--- config.mk ---
export PLATFORM = sky130hd
export DESIGN_NAME = bpr_router
export DESIGN_NICKNAME = d
export VERILOG_FILES = /design/src/rtl/bpr_pkg.sv /design/src/rtl/bpr_pg_edge.sv /design/src/rtl/bpr_router.sv
export SDC_FILE = /design/constraint.sdc
export NUM_CORES = 1
export LEC_CHECK = 0
export ABC_AREA = 0
export BUFFER_PORTS_ARGS = -buffer_cell sky130_fd_sc_hd__buf_2
export CORE_MARGIN = 5
export CORE_UTILIZATION = 42
export CTS_BUF_LIST = sky130_fd_sc_hd__clkbuf_4 sky130_fd_sc_hd__clkbuf_8 sky130_fd_sc_hd__clkbuf_16
export CTS_CLUSTER_SIZE = 25
export DETAILED_ROUTE_END_ITERATION = 8
export GPL_TIMING_DRIVEN = 0
export PLACE_DENSITY = 0.68
export RECOVER_POWER = 100
export SYNTH_ARGS = -nofsm -noshare
export SYNTH_HDL_FRONTEND = slang
export SYNTH_SLANG_ARGS = --single-unit
--- constraint.sdc ---
create_clock -name mclk -period 2.9 [get_ports mclk]
set_input_delay 0.29 -clock mclk [delete_from_list [all_inputs] [get_ports mclk]]
set_output_delay 0.29 -clock mclk [all_outputs]
set_load 0.02 [all_outputs]
--- src/rtl/bpr_pkg.sv ---
// Shared constants and types for the buck power-good interrupt router
package bpr_pkg;

   // Sizes
   localparam int BPR_NUM_REG = 3;
   localparam int BPR_NUM_PIN = 7;

   // Register indices; byte address is four times the index
   localparam logic [7:0] BPR_IDX_PIN_STS  = 8'h6F;
   localparam logic [7:0] BPR_IDX_REG1_CFG = 8'h70;
   localparam logic [7:0] BPR_IDX_REG2_CFG = 8'h71;
   localparam logic [7:0] BPR_IDX_REG3_CFG = 8'h72;
   localparam logic [7:0] BPR_IDX_IRQ_STS  = 8'h74;
   localparam logic [7:0] BPR_IDX_IRQ_MASK = 8'h75;
   localparam logic [7:0] BPR_IDX_NONE     = 8'hFF;

   // Field positions
   localparam int BPR_FLAG_BIT      = 7;
   localparam int BPR_ROUTE_LSB     = 0;
   localparam int BPR_IDX_ADDR_LSB  = 2;
   localparam int BPR_IDX_ADDR_MSB  = 9;

   // Values after reset
   localparam logic [6:0] BPR_ROUTE_RST = 7'h00;
   localparam logic [2:0] BPR_MASK_RST  = 3'h0;
   localparam logic [2:0] BPR_FLAG_RST  = 3'h0;

   // AXI response codes
   localparam logic [1:0] BPR_RESP_OKAY   = 2'h0;
   localparam logic [1:0] BPR_RESP_SLVERR = 2'h2;

   // Regulator selector
   typedef enum logic [1:0]
   {
      BPR_SEL_REG1,
      BPR_SEL_REG2,
      BPR_SEL_REG3,
      BPR_SEL_NONE
   } bpr_sel_t;

endpackage

--- src/rtl/bpr_pg_edge.sv ---
// Power-good change detector, one pulse per level change
`timescale 1ns/1ns
`default_nettype none

module bpr_pg_edge
#(
   parameter int N = 3
)
(
   input  wire logic         mclk,
   input  wire logic         rst_n,
   input  wire logic [N-1:0] level,
   output var  logic [N-1:0] change
);

   typedef struct packed
   {
      logic         primed;
      logic [N-1:0] prev;
      logic [N-1:0] change;
   } bpr_edge_state_t;

   bpr_edge_state_t s_q;
   bpr_edge_state_t s_d;

   always_comb
   begin
      s_d        = s_q;
      s_d.primed = 1'b1;
      s_d.prev   = level;
      // First sample after reset only primes the history
      s_d.change = s_q.primed ? (level ^ s_q.prev) : '0;
   end

   always_ff @(posedge mclk or negedge rst_n)
   begin
      if (!rst_n)
      begin
         s_q <= '0;
      end
      else
      begin
         s_q <= s_d;
      end
   end

   assign change = s_q.change;

endmodule

`default_nettype wire

--- src/rtl/bpr_router.sv ---
// Buck power-good interrupt router with AXI4-Lite register access
//
// The AXI4-Lite register port was decided locally.
`timescale 1ns/1ns
`default_nettype none

// Overview of operation
// - Bit 7 of a regulator's config byte reads 1 after a power-good change; writes ignore it.
// - Bit 7 reads 0 while no power-good change of that regulator is pending.
// - Second regulator: route bit n of 6..0 set sends its interrupt to pin n.
// - A clear route bit keeps that regulator's interrupt off that pin.
// - First regulator: route bits 6..0 set send its interrupt to the pin of equal index.
// - First regulator bit 1 set routes its interrupt to pin 1.
// - A read-only pin status byte shows each regulator's active interrupt, third in bit 2.
module bpr_router
#(
   parameter int ADDR_W = 12
)
(
   input  wire logic                          mclk,
   input  wire logic                          rst_n,
   input  wire logic [ADDR_W-1:0]             awaddr,
   input  wire logic                          awvalid,
   output var  logic                          awready,
   input  wire logic [31:0]                   wdata,
   input  wire logic [3:0]                    wstrb,
   input  wire logic                          wvalid,
   output var  logic                          wready,
   output var  logic [1:0]                    bresp,
   output var  logic                          bvalid,
   input  wire logic                          bready,
   input  wire logic [ADDR_W-1:0]             araddr,
   input  wire logic                          arvalid,
   output var  logic                          arready,
   output var  logic [31:0]                   rdata,
   output var  logic [1:0]                    rresp,
   output var  logic                          rvalid,
   input  wire logic                          rready,
   input  wire logic [bpr_pkg::BPR_NUM_REG-1:0] power_good,
   output var  logic [bpr_pkg::BPR_NUM_PIN-1:0] multipurpose_pin_irq,
   output var  logic                          irq
);

   import bpr_pkg::*;

   typedef struct packed
   {
      logic [BPR_NUM_REG-1:0][BPR_NUM_PIN-1:0] route;
      logic [BPR_NUM_REG-1:0]                  flag;
      logic [BPR_NUM_REG-1:0]                  irq_sts;
      logic [BPR_NUM_REG-1:0]                  irq_mask;
      logic [BPR_NUM_PIN-1:0]                  pin;
      logic                                    irq;
      logic                                    aw_got;
      logic                                    w_got;
      logic [ADDR_W-1:0]                       waddr;
      logic [7:0]                              wbyte;
      logic                                    wen;
      logic                                    awready;
      logic                                    wready;
      logic                                    bvalid;
      logic [1:0]                              bresp;
      logic                                    arready;
      logic                                    rvalid;
      logic [1:0]                              rresp;
      logic [7:0]                              rbyte;
   } bpr_state_t;

   bpr_state_t             s_q;
   bpr_state_t             s_d;
   logic [BPR_NUM_REG-1:0] pg_change;

   // Byte address to register index, out-of-range maps to none
   function automatic logic [7:0] word_index(input logic [ADDR_W-1:0] a);
      logic [ADDR_W-1:0] hi;
      hi = a >> (BPR_IDX_ADDR_MSB + 1);
      if (hi != '0)
      begin
         word_index = BPR_IDX_NONE;
      end
      else
      begin
         word_index = a[BPR_IDX_ADDR_MSB:BPR_IDX_ADDR_LSB];
      end
   endfunction

   // Which regulator a config index belongs to
   function automatic bpr_sel_t cfg_sel(input logic [7:0] idx);
      case (idx)
         BPR_IDX_REG1_CFG: cfg_sel = BPR_SEL_REG1;
         BPR_IDX_REG2_CFG: cfg_sel = BPR_SEL_REG2;
         BPR_IDX_REG3_CFG: cfg_sel = BPR_SEL_REG3;
         default:          cfg_sel = BPR_SEL_NONE;
      endcase
   endfunction

   function automatic logic is_mapped(input logic [7:0] idx);
      is_mapped = (cfg_sel(idx) != BPR_SEL_NONE)
                  || (idx == BPR_IDX_PIN_STS)
                  || (idx == BPR_IDX_IRQ_STS)
                  || (idx == BPR_IDX_IRQ_MASK);
   endfunction

   // Read value of a register, bits above the field read zero
   function automatic logic [7:0] read_byte(input logic [7:0] idx, input bpr_state_t st);
      bpr_sel_t sel;
      sel       = cfg_sel(idx);
      read_byte = 8'h00;
      if (sel != BPR_SEL_NONE)
      begin
         read_byte[BPR_FLAG_BIT] = st.flag[sel];
         read_byte[BPR_ROUTE_LSB +: BPR_NUM_PIN] = st.route[sel];
      end
      else if (idx == BPR_IDX_PIN_STS)
      begin
         read_byte[BPR_NUM_REG-1:0] = st.flag;
      end
      else if (idx == BPR_IDX_IRQ_STS)
      begin
         read_byte[BPR_NUM_REG-1:0] = st.irq_sts;
      end
      else if (idx == BPR_IDX_IRQ_MASK)
      begin
         read_byte[BPR_NUM_REG-1:0] = st.irq_mask;
      end
   endfunction

   bpr_pg_edge
   #(
      .N (BPR_NUM_REG)
   )
   u_pg_edge
   (
      .mclk   (mclk),
      .rst_n  (rst_n),
      .level  (power_good),
      .change (pg_change)
   );

   always_comb
   begin
      logic [7:0]             wr_idx;
      logic [7:0]             rd_idx;
      logic                   wr_fire;
      logic                   rd_fire;
      logic [BPR_NUM_REG-1:0] clr_flag;
      logic                   clr_sts;
      bpr_sel_t               wsel;
      bpr_sel_t               rsel;

      s_d      = s_q;
      clr_flag = '0;
      clr_sts  = 1'b0;
      wr_idx   = word_index(s_q.waddr);
      rd_idx   = word_index(araddr);
      wsel     = cfg_sel(wr_idx);
      rsel     = cfg_sel(rd_idx);
      wr_fire  = s_q.aw_got && s_q.w_got && !s_q.bvalid;
      rd_fire  = arvalid && s_q.arready;

      // Write address and data taken in either order
      if (awvalid && s_q.awready)
      begin
         s_d.aw_got = 1'b1;
         s_d.waddr  = awaddr;
      end
      if (wvalid && s_q.wready)
      begin
         s_d.w_got = 1'b1;
         s_d.wbyte = wdata[7:0];
         s_d.wen   = wstrb[0];
      end

      // Write commit
      if (wr_fire)
      begin
         s_d.bvalid = 1'b1;
         s_d.bresp  = is_mapped(wr_idx) ? BPR_RESP_OKAY : BPR_RESP_SLVERR;
         if (s_q.wen)
         begin
            if (wsel != BPR_SEL_NONE)
            begin
               // Status bit is read-only, only route bits store
               s_d.route[wsel] = s_q.wbyte[BPR_ROUTE_LSB +: BPR_NUM_PIN];
            end
            else if (wr_idx == BPR_IDX_IRQ_MASK)
            begin
               s_d.irq_mask = s_q.wbyte[BPR_NUM_REG-1:0];
            end
         end
      end
      if (s_q.bvalid && bready)
      begin
         s_d.bvalid = 1'b0;
         s_d.aw_got = 1'b0;
         s_d.w_got  = 1'b0;
      end

      // Read, with clear-on-read side effects
      if (rd_fire)
      begin
         s_d.rvalid = 1'b1;
         s_d.rresp  = is_mapped(rd_idx) ? BPR_RESP_OKAY : BPR_RESP_SLVERR;
         s_d.rbyte  = read_byte(rd_idx, s_q);
         if (rsel != BPR_SEL_NONE)
         begin
            clr_flag[rsel] = 1'b1;
         end
         if (rd_idx == BPR_IDX_IRQ_STS)
         begin
            clr_sts = 1'b1;
         end
      end
      if (s_q.rvalid && rready)
      begin
         s_d.rvalid = 1'b0;
      end

      // Change flags, a new change beats a clear
      s_d.flag    = (s_q.flag & ~clr_flag) | pg_change;
      s_d.irq_sts = (clr_sts ? '0 : s_q.irq_sts) | pg_change;

      // Pin drive from pending flags and route bits
      for (int p = 0; p < BPR_NUM_PIN; p++)
      begin
         s_d.pin[p] = 1'b0;
         for (int r = 0; r < BPR_NUM_REG; r++)
         begin
            s_d.pin[p] = s_d.pin[p] | (s_d.flag[r] & s_d.route[r][p]);
         end
      end

      s_d.irq = |(s_d.irq_sts & s_d.irq_mask);

      // Ready while idle on each channel
      s_d.awready = !s_d.aw_got && !s_d.bvalid;
      s_d.wready  = !s_d.w_got && !s_d.bvalid;
      s_d.arready = !s_d.rvalid;
   end

   always_ff @(posedge mclk or negedge rst_n)
   begin
      if (!rst_n)
      begin
         s_q          <= '0;
         s_q.route    <= {BPR_NUM_REG{BPR_ROUTE_RST}};
         s_q.flag     <= BPR_FLAG_RST;
         s_q.irq_mask <= BPR_MASK_RST;
      end
      else
      begin
         s_q <= s_d;
      end
   end

   assign awready              = s_q.awready;
   assign wready               = s_q.wready;
   assign bvalid               = s_q.bvalid;
   assign bresp                = s_q.bresp;
   assign arready              = s_q.arready;
   assign rvalid               = s_q.rvalid;
   assign rresp                = s_q.rresp;
   assign rdata                = {24'h000000, s_q.rbyte};
   assign multipurpose_pin_irq = s_q.pin;
   assign irq                  = s_q.irq;

endmodule

`default_nettype wire

==> qor.txt <==
status = finished, final reports clean
starting density of the core = 0.424
drt wl/cell = 14.6 µm
internal power = 2110 µW
initial antenna violation count = 0
Final Slew Violations = 0
switching pwr = 951 µW
clock network power share = 0.279
htree depth = 3
clock skew = 0.00860 ns
Synth Area in Adders = 0
Min-Delay Path Class = primary input to register
CP Max Fanout = 7
PD cells = 674 mW/mm²
number of global-route vias before repair = 2,591
Synth top area share = 0.520
Layout area overhead = 18.0%
post-synthesis mux area share = 0.149
final net count = 479
Synth Area in Compound Gates = 0.0891
layout cell share with drive strength beyond 1 = 0.326
delay of the slowest critical-path stage = 0.72 ns
slew of the pin with the lowest slew margin = 1.29 ns
Syn. warnings = 0
Vias/cell = 4.91
Final Hold Viols = 0
Leakage = 0.00216 µW
Post-Route Setup TNS = 0 ns
largest net degree at the start of global routing = 57
post-CTS setup buffers = 0
Synth Area in XOR/XNOR = 0.00683
Root Buffer = clkbuf_8
WP data arrival = 2.75 ns
synth top area cells = dfrtp_1, mux2_2, buf_4
Resize count post-CTS = 0
synth cell count leaders = dfrtp_1, mux2_2, buf_4, nand2_1, nor2_1
All-Layer GR Usage = 0.143
initial drt markers = 115
Final Wtd Congestion = 0.813
drc violations = 0
vias post-DR = 2,577
Avg Cell Area, Syn = 12.3 µm²
Critical Path RT = 3.13 ns
Seq pwr share = 0.500
Max-Cap Viols = 0
sw frac = 0.311
CP delay by family, top = simple AND/OR/NAND/NOR gates
EDFF count, synth = 0
final setup fails = 0
core area = 0.00906 mm²
count leader, synth = dfrtp_1
Worst slew margin = 0.141
cts bufs inserted = 9
port bufs = 58
Critical Path End Type = register
dpl hpwl = 5830 µm
largest area contributor in the netlist = dfrtp_1
Synth Area in Simple Gates = 0.139
WHS = 0.0771 ns
Crit Path Class = register to register
unrepaired setup endpoints after global routing = no
Tcrit/Tclk final = 0.869
startpoint types = register
number of hold buffers added after CTS = 1
maximum root-to-sink buffer count = 2
Antenna Cells = 0
CTS tree = yes
clk sinks = 80
Peak VDD IR = 0.520 mV
Seq/Total Area, Yosys = 0.520
post-synth design cell area = 0.00385 mm²
f_max = 0.397 GHz
most common flop cell mapped by yosys = dfrtp_1
grt ovf = 0
row cnt = 35
router iterations before antenna repair = 4
library cells used by synthesis = 47
DIE HEIGHT = 106 µm
final WL = 7660 µm
CP max-delay cell = nor4_1
largest family of logic cells by synthesized area = multiplexers
overall die area = 0.0112 mm²
chip width = 106 µm
Comb pwr share = 0.222
Worst-Skew Late Latency = 0.35 ns
remaining antenna violation count = 0
# IOs = 119
FFs w/ async S/R, synth = 1.00
Synth Instances = 313
fin crit period = 2.52 ns
clock slew seen by the registers of the worst setup and hold paths = 0.08 ns
CP Buf/Inv Count = 0
first-pass GRT wire length = 12,700 µm
CP Cell Sequence = nand3b_1, nor4_1, mux2_1, and2_1, a221o_1
number of synthesized register bits = 80
-- area by class of cell --
type	count	area [µm²]
buffer	47	339
clock buffer	12	159
clock inverter	4	52.6
fill	848	4520
inverter	6	22.5
multi-input combinational	205	1550
sequential	80	2000
tap	111	139
timing repair buffer	60	273
-- logic make-up (layout without fill, tap and decap cells) --
family | Yosys count | count (layout)
compound gates | 45 | 45
xor+xnor | 3 | 3
buf+inv | 53 | 129
flops | 80 | 80
mux | 51 | 51
other cells | 2 | 27
simple gates | 79 | 79
-- worst reg2reg max path: cells and delay by family, from the launching register on --
kind             cells  cell delay (ns)
AND/OR/NAND/NOR      3             1.31
flip-flops           1             0.43
multiplexers         1             0.41
AO/OA/AOI/OAI        1             0.26
-- stage by stage --
stage,utilization,worst slack (ns),power (µW),instances,cell area (µm²)
floorplan,-,0.722,2040,338,3940
global placement,0.482,0.484,2230,507,4370
detailed placement,0.485,0.489,2260,508,4400
CTS,0.510,0.464,3120,525,4620
global route,0.501,0.204,3240,525,4540
finish,0.501,0.381,3060,525,4540
-- path summary, 6_finish.rpt --
kind	from	end	slack, ns	cells past startpoint
worst min-delay path	power_good[1]	u_pg_edge.s_q[4]	0.08	1
min in group asynchronous	rst_n	u_pg_edge.s_q[5]	0.74	2
worst max register to register	bvalid	irq	0.38	5
max in group asynchronous	rst_n	s_q[71]	0.67	3
worst min register to register	rdata[5]	rdata[5]	0.48	2
worst max-delay path	bvalid	irq	0.38	5
-- metal layers --
metal / up-vias / routed length (µm) / track usage
li1: 1251 / - / -
met1: 1237 / 3230 / 0.180
met2: 83 / 3800 / 0.235
met3: 6 / 547 / 0.0398
met4: 0 / 91 / 0.0509
met5: - / 0 / 0
-- registers in the layout, summed over array words and instances, names as in the netlist, 3 cells and up --
register and cells:
multipurpose_pin_irq 7, rdata 8, s_q 50, u_pg_edge.change 3
u_pg_edge.s_q 4
-- power by group through the flow --
| stage | Combinational [µW] | Clock (µW) | Sequential, µW |
|---|---|---|---|
| 2_1_floorplan | 518 | 0 | 1520 |
| 3_3_place_gp | 690 | 0 | 1540 |
| 3_5_place_dp | 712 | 0 | 1550 |
| 4_1_cts | 715 | 873 | 1530 |
| 5_1_grt | 747 | 923 | 1570 |
| 6_report | 678 | 854 | 1530 |
-- cells in the final DEF (no fill, tap or decap), drive strengths merged, types with 2 or more instances in the layout --
cell      instances
a21o              3
a21oi            11
a221o             8
a221oi            7
and2              6
and3              2
and3b             2
buf              74
clkbuf           44
clkinv            2
clkinvlp          3
conb             27
dfrtp            80
inv               4
mux2             49
mux2i             2
nand2            15
nand3             5
nand3b            5
nand4             3
nand4b            2
nand4bb           2
nor2             13
nor2b            10
nor3b             2
nor4              6
o21ai             4
o22ai             4
o31ai             4
or4               2
xor2              3
Note: power is estimated with default switching activity, not from simulation.
